--- src/design/drs_cfg.svh ---
`ifndef DRS_CFG_SVH
`define DRS_CFG_SVH

// Clock rate in kHz (20 MHz)
`define DRS_CLK_KHZ       20000
// Hold interval, nominal, in ms
`define DRS_HOLD_MS       350
// Hold interval in cycles
`define DRS_HOLD_CYC      (`DRS_HOLD_MS * `DRS_CLK_KHZ)
// Manual reset stable-low time, in ms
`define DRS_PB_MS         2
// Debounce interval in cycles: 1 ms, well inside the 2 ms limits
`define DRS_DEB_CYC       (`DRS_PB_MS * `DRS_CLK_KHZ / 2)
// Glitch filter on power-fail, in ns
`define DRS_GLITCH_NS     2000
// Glitch filter in cycles (50 ns period)
`define DRS_GLITCH_CYC    (`DRS_GLITCH_NS * `DRS_CLK_KHZ / 1000000)
// Tolerance window codes, per rail
`define DRS_TOL_5V_WIDE   8'h0A
`define DRS_TOL_5V_NARROW 8'h05
`define DRS_TOL_3V_WIDE   8'h14
`define DRS_TOL_3V_NARROW 8'h0A

`endif

--- src/design/drs_pkg.sv ---
package drs_pkg;

    // Per-rail state
    typedef enum logic [1:0] {
        DRS_ST_FAULT = 2'b00,
        DRS_ST_HOLD  = 2'b01,
        DRS_ST_RUN   = 2'b10
    } drs_state_e;

    // Per-rail tolerance window request to the analog comparator
    typedef struct packed {
        logic [7:0] pct_5v;
        logic [7:0] pct_3v;
    } drs_tol_s;

endpackage

--- src/design/drs_supervisor.sv ---
`timescale 1ns/1ps
`include "drs_cfg.svh"
// Notes on behaviour
// Rail fail drives that rail's reset active.
// Hold reset about 350 ms after fail clears.
// Power-up holds both resets until rails good.
// Outside holds manual input low 2 ms.
// Manual low forces both; then hold interval.
// Manual input debounced into one event.
// 5 V strap selects 10% or 5%.
// 3.3 V strap selects 20% or 10%.
// Stable-low manual asserts resets within 2 ms.
// Power-fail dips under 2 us ignored.
// New cause restarts the hold interval.
// Output polarity is a build parameter.
module drs_supervisor #(
    parameter int unsigned HOLD_CYC    = `DRS_HOLD_CYC,    // Hold length, shortenable
    parameter int unsigned DEB_CYC     = `DRS_DEB_CYC,     // Debounce length
    parameter int unsigned GLITCH_CYC  = `DRS_GLITCH_CYC,  // Power-fail filter length
    parameter bit          ACTIVE_HIGH = 1'b0              // Output polarity
) (
    input  wire logic       sys_clk,          // 20 MHz timebase
    input  wire logic       srst,             // Synchronous reset, high
    input  wire logic [1:0] power_fail,       // Comparator fail, [0]=5 V, [1]=3.3 V
    input  wire logic [1:0] tolerance_select, // Straps, 1=tied to rail input
    input  wire logic       manual_reset_n,   // Pushbutton, low requests reset
    output drs_pkg::drs_tol_s tol_window,     // Window percent to comparators
    output logic            rst_5v,           // 5 V rail reset, polarity per parameter
    output logic            rst_3v            // 3.3 V rail reset, polarity per parameter
);

    localparam int unsigned CW = $clog2(HOLD_CYC + 1);
    localparam int unsigned DW = $clog2(DEB_CYC + 1);
    localparam int unsigned GW = $clog2(GLITCH_CYC + 2);
    // Counter widths follow the parameters
    // Shortened counts in simulation then cost no extra flops
    // A full hold at 20 MHz needs 23 bits, so it can never wrap
    // Glitch counter sized one past its limit for the compare
    // Debounce counter sized to hold DEB_CYC, one past its top count DEB_CYC - 1

    // Timing summary, in clock cycles of sys_clk
    // Pin to first agreed sample: three flops, about three cycles
    // Agreed fail to filtered fail: GLITCH_CYC + 1 cycles
    // Filtered cause to state change: one cycle
    // State change to output pin: one cycle, outputs are registered
    // Cause clear to release: about HOLD_CYC + 6 cycles
    // Trade-off: registered outputs add a cycle but never glitch

    // Three-stage pin synchronisers
    logic [2:0] pf_sync_q [2];
    logic [2:0] pb_sync_q;
    logic [2:0] tol_sync_q [2];
    // Filtered fail levels
    logic [1:0] fail_q;
    // Debounced manual reset level, high while pressed
    logic       pb_q;
    logic [DW-1:0] pb_cnt_q;
    // Per-rail state and counters
    drs_pkg::drs_state_e st_q [2];
    logic [CW-1:0] hold_q [2];
    // Resets active internally
    logic [1:0] act;
    // Strap capture
    logic [1:0] tol_q;

    // Manual synchroniser and debounce
    // Counter restarts whenever the two late stages disagree
    // Only a level held for the whole window changes pb_q
    // Press and release both pass the same filter
    // A bouncing switch therefore yields one press, one release
    // Limitation: presses shorter than DEB_CYC are dropped
    always_ff @(posedge sys_clk) begin
        if (srst) begin
            pb_sync_q <= 3'h7;
            pb_cnt_q  <= '0;
            pb_q      <= 1'b0;
        end else begin
            pb_sync_q <= {pb_sync_q[1:0], manual_reset_n};
            // Only agreed samples count; stage 0 feeds stage 1 only
            if (pb_sync_q[1] != pb_sync_q[2]) begin
                pb_cnt_q <= '0;
            end else if ((!pb_sync_q[2]) == pb_q) begin
                // Level matches state, nothing pending
                pb_cnt_q <= '0;
            end else if (pb_cnt_q >= DW'(DEB_CYC - 1)) begin
                // Stable for whole debounce time: one event, bounce absorbed
                pb_q     <= !pb_sync_q[2];
                pb_cnt_q <= '0;
            end else begin
                pb_cnt_q <= pb_cnt_q + DW'(1);
            end
        end
    end

    // One copy of filter, strap capture and state per rail
    // Index 0 is the 5 V rail, index 1 the 3.3 V rail
    // Manual press reaches both copies through pb_q
    genvar g;
    generate
        for (g = 0; g < 2; g++) begin : g_rail
            logic [GW-1:0] gl_cnt_q;  // Fail persistence counter

            // Fail synchroniser and glitch filter
            // Starts failed, so power-up waits for a clean low
            // Clear is taken at once; only the set is delayed
            // Hazard: a slow set would leave a real dip unreset
            // Counter holds while stages disagree, no restart
            always_ff @(posedge sys_clk) begin
                if (srst) begin
                    pf_sync_q[g] <= 3'h7;
                    gl_cnt_q     <= '0;
                    fail_q[g]    <= 1'b1;
                end else begin
                    pf_sync_q[g] <= {pf_sync_q[g][1:0], power_fail[g]};
                    if (pf_sync_q[g][1] && pf_sync_q[g][2]) begin
                        // Fail must persist past 2 us before it counts
                        if (gl_cnt_q >= GW'(GLITCH_CYC)) begin
                            fail_q[g] <= 1'b1;
                        end else begin
                            gl_cnt_q <= gl_cnt_q + GW'(1);
                        end
                    end else if (!pf_sync_q[g][1] && !pf_sync_q[g][2]) begin
                        gl_cnt_q  <= '0;
                        fail_q[g] <= 1'b0;
                    end
                end
            end

            // Strap synchroniser, read as a level
            // Straps are fixed in use; syncing guards against
            // a metastable first sample after power-up
            always_ff @(posedge sys_clk) begin
                if (srst) begin
                    tol_sync_q[g] <= 3'h0;
                    tol_q[g]      <= 1'b0;
                end else begin
                    tol_sync_q[g] <= {tol_sync_q[g][1:0], tolerance_select[g]};
                    if (tol_sync_q[g][1] == tol_sync_q[g][2]) begin
                        tol_q[g] <= tol_sync_q[g][2];
                    end
                end
            end

            // Rail state: fault, hold, run
            // Fault: cause present, counter parked at zero
            // Hold: cause gone, counter runs to HOLD_CYC - 1
            // Run: reset released until the next cause
            // Any cause in hold goes back to fault, so the
            // full interval always follows the last cause
            always_ff @(posedge sys_clk) begin
                if (srst) begin
                    // Power-up starts in fault so both resets are active
                    st_q[g]   <= drs_pkg::DRS_ST_FAULT;
                    hold_q[g] <= '0;
                end else begin
                    case (st_q[g])
                        drs_pkg::DRS_ST_FAULT: begin
                            hold_q[g] <= '0;
                            if (!fail_q[g] && !pb_q) begin
                                st_q[g] <= drs_pkg::DRS_ST_HOLD;
                            end
                        end
                        drs_pkg::DRS_ST_HOLD: begin
                            if (fail_q[g] || pb_q) begin
                                // New cause restarts the interval
                                st_q[g] <= drs_pkg::DRS_ST_FAULT;
                            end else if (hold_q[g] >= CW'(HOLD_CYC - 1)) begin
                                st_q[g] <= drs_pkg::DRS_ST_RUN;
                            end else begin
                                hold_q[g] <= hold_q[g] + CW'(1);
                            end
                        end
                        drs_pkg::DRS_ST_RUN: begin
                            hold_q[g] <= '0;
                            // Fail hits own rail, manual hits both
                            if (fail_q[g] || pb_q) begin
                                st_q[g] <= drs_pkg::DRS_ST_FAULT;
                            end
                        end
                        default: begin
                            st_q[g] <= drs_pkg::DRS_ST_FAULT;
                        end
                    endcase
                end
            end

            assign act[g] = (st_q[g] != drs_pkg::DRS_ST_RUN);
        end
    endgenerate

    // Registered outputs, polarity selectable
    // Reset value is the active level, so the system
    // sees reset from the very first edge of srst
    // Same timing in both polarities, only the level differs
    always_ff @(posedge sys_clk) begin
        if (srst) begin
            rst_5v <= ACTIVE_HIGH;
            rst_3v <= ACTIVE_HIGH;
        end else begin
            rst_5v <= act[0] ~^ ACTIVE_HIGH;
            rst_3v <= act[1] ~^ ACTIVE_HIGH;
        end
    end

    // Tolerance window to comparators, from straps
    // Codes are percent values, binary coded
    // Narrow window after reset: the stricter check is safe
    // Limitation: the thresholds themselves are analog
    always_ff @(posedge sys_clk) begin
        if (srst) begin
            tol_window <= '{pct_5v: `DRS_TOL_5V_NARROW, pct_3v: `DRS_TOL_3V_NARROW};
        end else begin
            tol_window.pct_5v <= tol_q[0] ? `DRS_TOL_5V_WIDE : `DRS_TOL_5V_NARROW;
            tol_window.pct_3v <= tol_q[1] ? `DRS_TOL_3V_WIDE : `DRS_TOL_3V_NARROW;
        end
    end

endmodule

--- config.mk ---
export PLATFORM = sky130hd
export DESIGN_NAME = drs_supervisor
export DESIGN_NICKNAME = d
export VERILOG_FILES = /design/src/design/drs_pkg.sv /design/src/design/drs_supervisor.sv
export VERILOG_INCLUDE_DIRS = /design/src /design/src/design
export SDC_FILE = /design/constraint.sdc
export NUM_CORES = 1
export LEC_CHECK = 0
export BUFFER_PORTS_ARGS = -buffer_cell sky130_fd_sc_hd__buf_2
export CORE_UTILIZATION = 49
export CTS_CLUSTER_SIZE = 16
export DETAILED_ROUTE_END_ITERATION = 8
export PLACE_DENSITY = 0.68
export SYNTH_ARGS = -nofsm -noshare
export SYNTH_HDL_FRONTEND = slang
export SYNTH_SLANG_ARGS = --single-unit
--- constraint.sdc ---
create_clock -name sys_clk -period 3.67 [get_ports sys_clk]
set_clock_uncertainty 0.15 [all_clocks]
set_input_delay 0.1835 -clock sys_clk [delete_from_list [all_inputs] [get_ports sys_clk]]
set_output_delay 0.1835 -clock sys_clk [all_outputs]
set_load 0.01 [all_outputs]
; Word level (Yosys, flattened, before mapping)
; Memory sizes are Yosys's and may differ from the RTL's.
; Index checks and enable logic that the tools add are counted.
[word_totals]
regBits = 53
latchBits = 0
ram_bits = 62
mem_bits_ro = 0
input_bits = 7
output_inout_bits = 18
elab_cells = 190
memories = 4
[mem_list]
columns = memory, words, width, rd, rd_clocked_by_memory_dff, wr, line_no
row1 = hold_q, 2, 23, 2, 0, 2, drs_supervisor.sv:60  ; logic [CW-1:0] hold_q [2];
row2 = pf_sync_q, 2, 3, 2, 0, 2, drs_supervisor.sv:50  ; logic [2:0] pf_sync_q [2];
row3 = tol_sync_q, 2, 3, 2, 0, 2, drs_supervisor.sv:52  ; logic [2:0] tol_sync_q [2];
row4 = st_q, 2, 2, 2, 0, 2, drs_supervisor.sv:59  ; drs_pkg::drs_state_e st_q [2];
[classes]
n_addsub = 5
multipliers = 0
div_mod_pow = 0
magnitude_cmp = 5
eq_ne = 14
shifts = 0
mux = 97
bitwise_logic = 24
reduce_logical = 28
[ops]
columns = operator, n
row1 = two-way mux 23 bit, 6
row2 = two-way mux 1 bit, 69
row3 = "adder 23 x 1 -> 23 bit, second input constant", 2
row4 = "greater-or-equal comparator 23 bit, second input constant", 2
row5 = two-way mux 6 bit, 6
row6 = two-way mux 2 bit, 10
row7 = bitwise OR 1 bit, 20
row8 = "adder 15 x 1 -> 15 bit, second input constant", 1
row9 = "greater-or-equal comparator 15 bit, second input constant", 1
row10 = "adder 6 x 1 -> 6 bit, second input constant", 2
row11 = "greater-or-equal comparator 6 bit, second input constant", 2
row12 = two-way mux 3 bit, 4
row13 = zero test 1 bit, 8
row14 = "!= test 2 bit, second input constant", 4
row15 = AND reduction 2 bit, 4
row16 = logical AND 1 bit, 6
row17 = OR reduction 3 bit, 2
row18 = two-way mux 5 bit, 1
row19 = "equality test 2 x 1 -> 1 bit, second input constant", 2
row20 = "equality test 2 bit, second input constant", 2
row21 = zero test 2 bit, 2
row22 = two-way mux 4 bit, 1
row23 = "!= test 2 x 1 -> 1 bit, second input constant", 2
row24 = NOT 1 bit, 4
row25 = 6 further kinds, 10

; Logic depth before layout (Yosys ltp)
; Gate-level depths: netlist (run 1).
[logic_depth]
ltp_word = 11
ltp_mapped = 8
ltp_nobuf = 6

; Least setup slack after synthesis (run 1)
; OpenSTA, ideal clock, no wires.
[synth_path]
kind = register to register
from = memory hold_q[0][0] (netlist name)
to = memory hold_q[0][0] (netlist name), enable pin
setup_time_ns = 0.435
t_arrival_ns = 2.766
t_required_ns = 3.085
setup_slack_ns = 0.319
path_stages_with_launch = 6
n_path_buf = 0
synth_period_minus_slack_ns = 3.351
path_cell_list = edfxtp_1 -> ha_1 -> a21o_1 -> a21oi_1 -> o32ai_1 -> o21ai_0
[synth_lines]
columns = item, line_no
row1 = from (decl), drs_supervisor.sv:60

==> results of run 1 <==
==> cell usage in the layout, fill, tap and decap left out, types with 7 or more instances in the layout <==
cell type / instances
nor2_1: 81
dfxtp_1: 53
edfxtp_1: 50
nand3_1: 36
nand2_1: 35
xor2_1: 28
xnor2_1: 25
nor3_1: 17
inv_1: 16
buf_2: 16
nand4_1: 14
a21oi_1: 14
nor2b_1: 13
o21ai_0: 12
or2_2: 12
clkbuf_8: 9
a32oi_1: 8
conb_1: 8
nor4_1: 7
ha_1: 7
==> what timing repair did <==
action / 4_1_cts / 5_1_grt
hold endpoints to repair: 5 / 0
hold buffers: 5 / 0
setup endpoints to repair: 0 / 0
==> layout make-up <==
class,instances,area share (%)
clock inverter,6,1.121
inverter,16,1.121
timing repair buffer,23,2.709
tap,133,3.106
clock buffer,10,2.382
multi-input combinational,373,41.73
sequential,103,47.83
==> state kept, by name, indices dropped and copies added (netlist names) <==
register and cells:
tol_q 2, pf_sync_q 6, fail_q 2, pb_cnt_q 15, pb_sync_q 3, tol_window 4, rst_3v 1, rst_5v 1
g_rail.gl_cnt_q 12, pb_q 1, hold_q 46, st_q 4, tol_sync_q 6
==> worst max-delay path: cells and delay by family (launching register included) <==
| family | cells | cell delay (ps) |
|---|---|---|
| fa+ha+maj | 1 | 240 |
| simple gates | 3 | 530 |
| flops | 1 | 420 |
| compound gates | 2 | 1070 |
==> power groups by stage <==
| stage | registers (µW) | logic (µW) | clock network [µW] |
|---|---|---|---|
| finish | 1280 | 92.1 | 691 |
| global route | 1290 | 106 | 761 |
| CTS | 1280 | 93.8 | 716 |
| detailed placement | 1310 | 88.6 | 0 |
| global placement | 1300 | 86.0 | 0 |
| floorplan | 1290 | 85.2 | 0 |
==> through the flow <==
stage	instances	instance area (µm²)	hold slack (ps)	power [µW]	util (%)
final	664	5358	233.7	2064	54.31
after global routing	664	5358	266.0	2155	54.31
after CTS	664	5358	227.3	2091	54.31
after detailed placement	643	5120	221.7	1396	51.90
after global placement	643	5120	220.7	1390	51.90
after floorplan	524	5074	137.3	1379	-
==> cell families (layout without fill, tap and decap cells) <==
family / count (synthesis) / after routing / synth area share, %
buffers and inverters: 48 / 55 / 5.528
adders and majority gates: 7 / 7 / 1.735
AOI/OAI and AO/OA: 56 / 56 / 7.412
and+or+nand+nor: 245 / 245 / 24.49
muxes: 4 / 4 / 0.7933
other: 1 / 8 / 0.07430
xor gates and xnor gates: 53 / 53 / 9.197
DFF: 103 / 103 / 50.77
==> path summary, 6_finish.rpt <==
kind	depth (start not counted)	end	slack, ps
worst min-delay path	2	g_rail[1].gl_cnt_q[1]	230
worst min register to register	1	pf_sync_q[0][1]	270
worst max-delay path	6	hold_q[1][5]	880
worst max register to register	6	hold_q[1][5]	880
==> per-layer routing <==
| metal | share of wire, % | up-vias | routed length (µm) |
|---|---|---|---|
| met5 | 0 | - | 0 |
| met2 | 46 | 42 | 3853 |
| met3 | 2.4 | 6 | 198 |
| met4 | 0.84 | 0 | 70 |
| met1 | 51 | 1668 | 4251 |
| li1 | - | 1805 | - |
==> results.json, run 1 <==
{
  "fmax_mhz": 358.4,
  "postCtsResizedCells": 0,
  "switching_share_pct": 22.60,
  "coreArea_mm2": 0.009864,
  "yosys.area.top_type": "edfxtp_1",
  "via_per_inst": 5.303,
  "setup_ws_ps": 880.0,
  "grtUsageTotal_pct": 16.87,
  "min_path_type": "input port to flip-flop",
  "cts_made_buffers": 9,
  "cp_max_fo": 23,
  "synth.avg_cell_area_um2": 9.763,
  "cts_sinks": 103,
  "synth_seq_cells": 103,
  "r2r_start": "hold_q[1][0]",
  "slew_headroom_pct": 25.77,
  "num_io_pins": 25,
  "clkTransAtPathRegs_ps": 90,
  "ys_warn_count": 0,
  "grt_use_met3_pct": 2.688,
  "yosysMostFrequentCell": "nor2_1",
  "grt_busiest_layer": "met2",
  "tightest_slew_ps": 1113,
  "grt_use_met1_pct": 22.18,
  "area_growth_pct": 6.148,
  "p_seq_share_pct": 62.1,
  "clock_path_buffers": 2,
  "grt_pass1_vias": 3229,
  "post-route-drc-count": 0,
  "seq_area_mm2": 0.002562,
  "grt_max_degree": 45,
  "async_flop_share_pct": 0,
  "rows": 36,
  "slew_violations": 0,
  "internal-power_uw": 1597,
  "worstPathRequired_ps": 3490,
  "num_vias": 3521,
  "place.gp.congestion": 0.7805,
  "post-route-min-period_ps": 2790,
  "drt-wirelength-per-cell_um": 12.61,
  "fp.dieW_um": 103.5,
  "met2_usage_pct": 27.20,
  "clockRootBuffer": "clkbuf_8",
  "outcome": "finished, final reports clean",
  "endpoint_kind": "flip-flop",
  "grt_pass1_wl_um": 14060,
  "multiInputGateArea_mm2": 0.002236,
  "irDropWorstVdd_v": 0.0002342,
  "synth_cell_types": 54,
  "power_density_mw_per_mm2": 385.2,
  "setup_tns_ps": 0,
  "port_buffers": 16,
  "drv_cap": 0,
  "postRouteWirelength_um": 8374,
  "diodes": 0,
  "cpMaxStageDelayCell": "a311o_1",
  "fp.dieH_um": 103.5,
  "initial_core_util_pct": 51.17,
  "synth_top_area_share_pct": 29.75,
  "drive_above_1_share_pct": 10.73,
  "firstDrtPassIters": 4,
  "p_leak_uw": 0.001860,
  "clk_latency_ps": 360,
  "setup_viol": 0,
  "cts_tree": "done",
  "finalNetCount": 540,
  "postCtsSetupBuffers": 0,
  "grt-ovfl-total": 0,
  "hold_viol": 0,
  "path_cells": "ha_1 -> and2_1 -> nand4_1 -> a311oi_1 -> nor2_1 -> a311o_1",
  "cp-startpoint": "hold_q[1][0]",
  "hpwlAfterDp_um": 5487,
  "fin_crit_sh_pct": 76.02,
  "synth_top_cells_by_count": "nor2_1, dfxtp_1, edfxtp_1",
  "ant_nets": 0,
  "syn-instance-count": 517,
  "syn_area_mm2": 0.005047,
  "dpl_worst_slack_ps": 841.3,
  "synth_area_leaders": "edfxtp_1, dfxtp_1, nor2_1, xor2_1, xnor2_1",
  "htree_levels": 3,
  "antenna_found_initial": 0,
  "grt_setup_unrepaired": "false",
  "yosysSeqAreaShare_pct": 50.77,
  "clkPwrFrac_pct": 33.5,
  "dieArea_mm2": 0.01071,
  "synth_edf_count": 50,
  "crit_type": "flip-flop to flip-flop",
  "switchingPower_uw": 466.5,
  "worstHoldStart": "srst",
  "critPathArrivalTime_ps": 2610,
  "nFillCells": 843,
  "startpoint_type": "flip-flop",
  "drt_iter0_drc": 149,
  "power_frac_comb_pct": 4.5,
  "cp_slowest_stage_delay_ps": 940,
  "synthFlopType": "dfxtp_1"
}
(Power assumes the default switching activity.)
==> run 2: changes to the inputs <==
Settings changed: ABC_AREA set to 1.
Clock period 3.67 ns to 2.9 ns, I/O delays scaled along.
==> run 2 against run 1 <==
- sequential cell count did not move
- utilization rose by 1.1 points
- critical endpoint is now hold_q[0][12]
- sequential power rose by 27%
- register-to-register slack got worse by 210 ps
==> results.json, run 2 <==
{
  "r2r_start": "hold_q[0][0]",
  "tightest_slew_ps": 569.2,
  "r2r_setup_slack_ps": 670,
  "place.gp.congestion": 0.8794,
  "antenna_found_initial": 0,
  "irDropWorstVdd_v": 0.0003456,
  "final_common_cell": "nand2_1",
  "ctsHoldBuffers": 5,
  "fp.dieW_um": 109.4,
  "hold_viol": 0,
  "min_path_type": "input port to flip-flop",
  "fin_crit_sh_pct": 76.88,
  "yosys.area.top_type": "edfxtp_1",
  "diodes": 0,
  "p_seq_share_pct": 56.1,
  "worstPathRequired_ps": 2670,
  "postRouteWirelength_um": 10080,
  "clock_path_buffers": 2,
  "clkTransAtPathRegs_ps": 70,
  "hpwlAfterDp_um": 7304,
  "synth_seq_cells": 103,
  "drt-wirelength-per-cell_um": 11.34,
  "synth_edf_count": 50,
  "drt_iter0_drc": 173,
  "cts_made_buffers": 9,
  "num_io_pins": 25,
  "fmax_mhz": 448.5,
  "largest_register_ffs": 46,
  "cp_max_fo": 23,
  "internal-power_uw": 2219,
  "fp.dieH_um": 109.4,
  "synth_cell_types": 36,
  "firstDrtPassIters": 6,
  "grt_max_degree": 24,
  "min_delay_worst_endpoint": "g_rail[1].gl_cnt_q[1]",
  "synth_top_area_share_pct": 26.58,
  "cts_tree": "done",
  "slew_headroom_pct": 62.01,
  "worstHoldStart": "srst",
  "outcome": "finished, final reports clean",
  "async_flop_share_pct": 0,
  "critPathArrivalTime_ps": 2000,
  "endpoint_kind": "flip-flop",
  "timing.rr.end": "hold_q[0][12]",
  "grt_pass1_vias": 4090,
  "layout_common_cells": "nand2_1, nor2_1, inv_1, dfxtp_1, edfxtp_1",
  "drv_cap": 0,
  "slew_violations": 0,
  "synth_area_leaders": "edfxtp_1, dfxtp_1, nand2_1, nor2_1, inv_1",
  "postCtsResizedCells": 0,
  "power_frac_comb_pct": 5.0,
  "startpoint_type": "flip-flop",
  "drive_above_1_share_pct": 12.42,
  "whs_path_depth": 2,
  "grt_setup_unrepaired": "false",
  "syn-instance-count": 722,
  "ys_warn_count": 0,
  "grt_pass1_wl_um": 17700,
  "setup_tns_ps": 0,
  "switching_share_pct": 23.63,
  "initial_core_util_pct": 51.20,
  "power_density_mw_per_mm2": 475.3,
  "top_regs": "hold_q x46, pb_cnt_q x15, g_rail.gl_cnt_q x12",
  "yosysMostFrequentCell": "nand2_1",
  "clockRootBuffer": "clkbuf_16",
  "ant_nets": 0,
  "r2r_cells": 6,
  "rows": 38,
  "port_buffers": 16,
  "setup_viol": 0,
  "clk_latency_ps": 350,
  "synth.avg_cell_area_um2": 7.823,
  "p_leak_uw": 0.002287,
  "syn_area_mm2": 0.005648,
  "cts_sinks": 103,
  "total_power_uw": 2906,
  "synth_top_cells_by_count": "nand2_1, nor2_1, inv_1",
  "area_growth_pct": 8.263,
  "fin_util_pct": 55.43,
  "num_vias": 4416,
  "dieArea_mm2": 0.01196,
  "grtUsageTotal_pct": 18.95,
  "crit_type": "flip-flop to flip-flop",
  "clkPwrFrac_pct": 38.9,
  "coreArea_mm2": 0.01103,
  "postCtsSetupBuffers": 0,
  "switchingPower_uw": 686.7,
  "via_per_inst": 4.967,
  "grt-ovfl-total": 0,
  "htree_levels": 3,
  "synthFlopType": "dfxtp_1",
  "yosysSeqAreaShare_pct": 45.37,
  "top_register": "hold_q",
  "finalNetCount": 758,
  "post-route-drc-count": 0,
  "post-route-min-period_ps": 2230
}
[run 2: cell count changes after synthesis, moves of 8 or more]
cell / previous run / this run
nor2_2: 0 / 24
xnor2_1: 25 / 15
inv_1: 16 / 90
nor2b_1: 13 / 1
a21oi_1: 14 / 23
clkbuf_1: 13 / 2
nand2_1: 35 / 159
nor2_1: 81 / 133
a32oi_1: 8 / 0
[run 2: final cells by class]
type / instances / area (µm²)
multi-input combinational: 509 / 2585
clock buffer: 10 / 229.0
timing repair buffer: 25 / 160.2
sequential: 103 / 2562
clock inverter: 6 / 42.54
inverter: 96 / 360.3
tap: 140 / 175.2
fill: 1026 / 4916
[run 2: per-layer routing]
metal,share of wire (%),vias to the layer above,GRT usage (%)
met5,0,-,0
met4,1.7,0,7.238
met3,4.2,15,5.216
met2,47,87,30.28
met1,47,2005,24.44
li1,-,2309,-
[run 2: kinds of logic (layout without fill, tap and decap cells)]
group	after synthesis	count (layout)	share of synthesized area [%]
xor+xnor	38	38	5.893
compound gates	46	46	4.364
flops	103	103	45.37
simple gates	410	410	33.43
other cells	1	8	0.06640
buf+inv	117	137	9.326
fa+ha+maj	7	7	1.551
[run 2: how the worst max path moves through the flow]
| stage | endpoint | cells after the start | slack (ps) | from |
|---|---|---|---|---|
| 2_1_floorplan | hold_q[1][0] | 7 | 740 | hold_q[1][0] |
| 3_3_place_gp | hold_q[0][11] | 6 | 700 | hold_q[0][0] |
| 3_5_place_dp | hold_q[0][13] | 6 | 640 | hold_q[0][0] |
| 4_1_cts | hold_q[0][12] | 6 | 630 | hold_q[0][0] |
| 6_report | hold_q[0][12] | 6 | 670 | hold_q[0][0] |
| 5_1_grt | hold_q[0][16] | 6 | 480 | hold_q[0][0] |
[run 2: critical path: stages (launching register included)]
cell	delay (ps)
edfxtp_1	390
ha_1	190
nand3_1	180
nor2_1	190
nand3_2	120
nand4_4	120
nand3_2	440
[run 2: power groups by stage]
stage          sequential, µW  combinational, µW  clock, µW
2_1_floorplan            1650                120          0
3_5_place_dp             1660                141          0
4_1_cts                  1630                147       1160
5_1_grt                  1640                168       1220
3_3_place_gp             1660                138          0
6_report                 1630                146       1130
[run 2: through the flow]
step           std cells  cell area (µm²)  worst slack (ps)  hold slack [ps]
2_1_floorplan        729             5674             741.6            98.81
3_3_place_gp         868             5793             698.0            179.5
3_5_place_dp         868             5793             635.7            180.8
4_1_cts              889             6115             631.7            64.12
5_1_grt              889             6115             476.6            105.4
6_report             889             6115             670.3            65.45
==> run 3: changes to the inputs <==
Settings changed: PLACE_DENSITY 0.68 to 0.7.
Clock period 2.9 ns to 2 ns, I/O delays scaled along.
==> run 3 against run 2 <==
- setup slack lost 590 ps
- highest routed layer unchanged
- critical endpoint is now hold_q[1][12]
- final area grew 4.7%
- sequential cell count is the same
- clock-buffer cell count shrank 1
- via count grew 2.2%
==> results.json, run 3 (synthesis results as in run 2) <==
{
  "clk_latency_ps": 350,
  "clockRootBuffer": "clkbuf_16",
  "final_common_cell": "nand2_1",
  "grt_pass1_vias": 4271,
  "drt-wirelength-per-cell_um": 11.66,
  "fp.dieW_um": 109.4,
  "crit_type": "flip-flop to flip-flop",
  "worst-path-buf-inv": 1,
  "seq_area_mm2": 0.002562,
  "setup_viol": 0,
  "cts_sinks": 103,
  "drt_iter0_drc": 207,
  "cts_made_buffers": 9,
  "diodes": 0,
  "finalNetCount": 779,
  "largest_register_ffs": 46,
  "firstDrtPassIters": 4,
  "p_leak_uw": 0.002402,
  "worstPathRequired_ps": 1900,
  "hold_viol": 0,
  "layout_common_cells": "nand2_1, nor2_1, inv_1, dfxtp_1, edfxtp_1",
  "critPathArrivalTime_ps": 1820,
  "num_vias": 4513,
  "grt-ovfl-total": 0,
  "fmax_mhz": 520.8,
  "via_per_inst": 4.959,
  "drv_cap": 0,
  "startpoint_type": "flip-flop",
  "cp_slowest_stage_delay_ps": 460,
  "cpMostUsedCell": "nand2_1",
  "power_density_mw_per_mm2": 677.2,
  "top_regs": "hold_q x46, pb_cnt_q x15, g_rail.gl_cnt_q x12",
  "outcome": "finished, final reports clean",
  "grt_pass1_wl_um": 18000,
  "nFillCells": 996,
  "clock_path_buffers": 2,
  "multiInputGateArea_mm2": 0.002695,
  "cp_top_family": "simple AND/OR/NAND/NOR gates",
  "drive_above_1_share_pct": 16.49,
  "num_io_pins": 25,
  "fin_crit_sh_pct": 96.00,
  "post-route-drc-count": 0,
  "cpMaxStageDelayCell": "edfxtp_1",
  "grt_max_degree": 24,
  "fp.dieH_um": 109.4,
  "cts_tree": "done",
  "top_register": "hold_q",
  "initial_core_util_pct": 51.20,
  "htree_levels": 3,
  "ant_nets": 0,
  "dpl_worst_slack_ps": -27.28,
  "irDropWorstVdd_v": 0.0006132,
  "clkTransAtPathRegs_ps": 80,
  "rows": 38,
  "endpoint_kind": "flip-flop",
  "slew_headroom_pct": 56.17,
  "dieArea_mm2": 0.01196,
  "hpwlAfterDp_um": 7557,
  "holdWs_ps": 257.3,
  "path_cells": "inv_2 -> nand2_1 -> nor2_1 -> nand2_1 -> nor2_2 -> nand2_2 -> nand4_4 -> nand3_4",
  "post-route-min-period_ps": 1920,
  "coreArea_mm2": 0.01103,
  "postRouteWirelength_um": 10610,
  "area_growth_pct": 13.40,
  "min_path_type": "flip-flop to flip-flop",
  "grtUsageTotal_pct": 19.05,
  "tightest_slew_ps": 656.8,
  "cp_max_fo": 11,
  "antenna_found_initial": 0,
  "port_buffers": 16,
  "place.gp.congestion": 0.8984,
  "setup_ws_ps": 80.01,
  "slew_violations": 0
}
[run 3: cell types whose count changed in the layout (fill, tap and decap cells not counted), sizes merged]
cell,change
clkinv,-1
clkinvlp,+1
buf,+17
clkbuf,-1
nand3,+3
inv,+1
dlygate4sd3,+1
[run 3: layout make-up]
type | count | area share [%]
clock buffer | 9 | 3.516
sequential | 103 | 40.01
timing repair buffer | 43 | 4.903
multi-input combinational | 512 | 42.08
tap | 140 | 2.735
clock inverter | 7 | 1.133
inverter | 96 | 5.626
[run 3: repair_timing]
item                                    in CTS  in global routing
gates resized for setup                      0                 20
hold endpoints to repair                     6                  0
cloned                                       1                  2
endpoints found under the setup margin      28                 93
setup buffers                                0                  5
pin swaps                                    0                  5
hold buffers                                 6                  0
[run 3: final timing paths]
check	start	endpoint	slack (ps)	depth (start not counted)
worst max-delay path	hold_q[1][16]	hold_q[1][12]	80	8
worst min-delay path	tol_sync_q[0][0]	tol_sync_q[0][1]	260	2
worst max register to register	hold_q[1][16]	hold_q[1][12]	80	8
worst min register to register	tol_sync_q[0][0]	tol_sync_q[0][1]	260	2
[run 3: metal layers]
layer	vias up	global-route usage (%)	wire length, µm
li1	2366	-	-
met3	9	4.861	375
met2	72	32.26	5170
met1	2066	23.69	4938
met4	0	6.286	129
met5	-	0	0
[run 3: metrics by stage]
| step | total power, µW | area, µm² | util (%) | cells | TNS (ps) |
|---|---|---|---|---|---|
| 3_3_place_gp | 2612 | 5898 | 53.47 | 880 | 0 |
| 5_1_grt | 4507 | 6405 | 58.06 | 910 | -956.5 |
| 4_1_cts | 4367 | 6266 | 56.81 | 903 | -959.7 |
| 3_5_place_dp | 2622 | 5898 | 53.47 | 880 | -591.7 |
| 2_1_floorplan | 2569 | 5689 | - | 729 | 0 |
| 6_report | 4337 | 6405 | 58.06 | 910 | 0 |
[run 3: power by group]
| group | switching (µW) | internal (µW) |
|---|---|---|
| Sequential | 79.8 | 2280 |
| Combinational | 146 | 92.9 |
| Clock | 851 | 883 |
| Total | 1080 | 3260 |
[run 3: worst register-to-register path, delay by kind of cell (launching register included)]
family	cells	cell delay (ps)
simple gates	7	900
buf+inv	1	120
flops	1	460
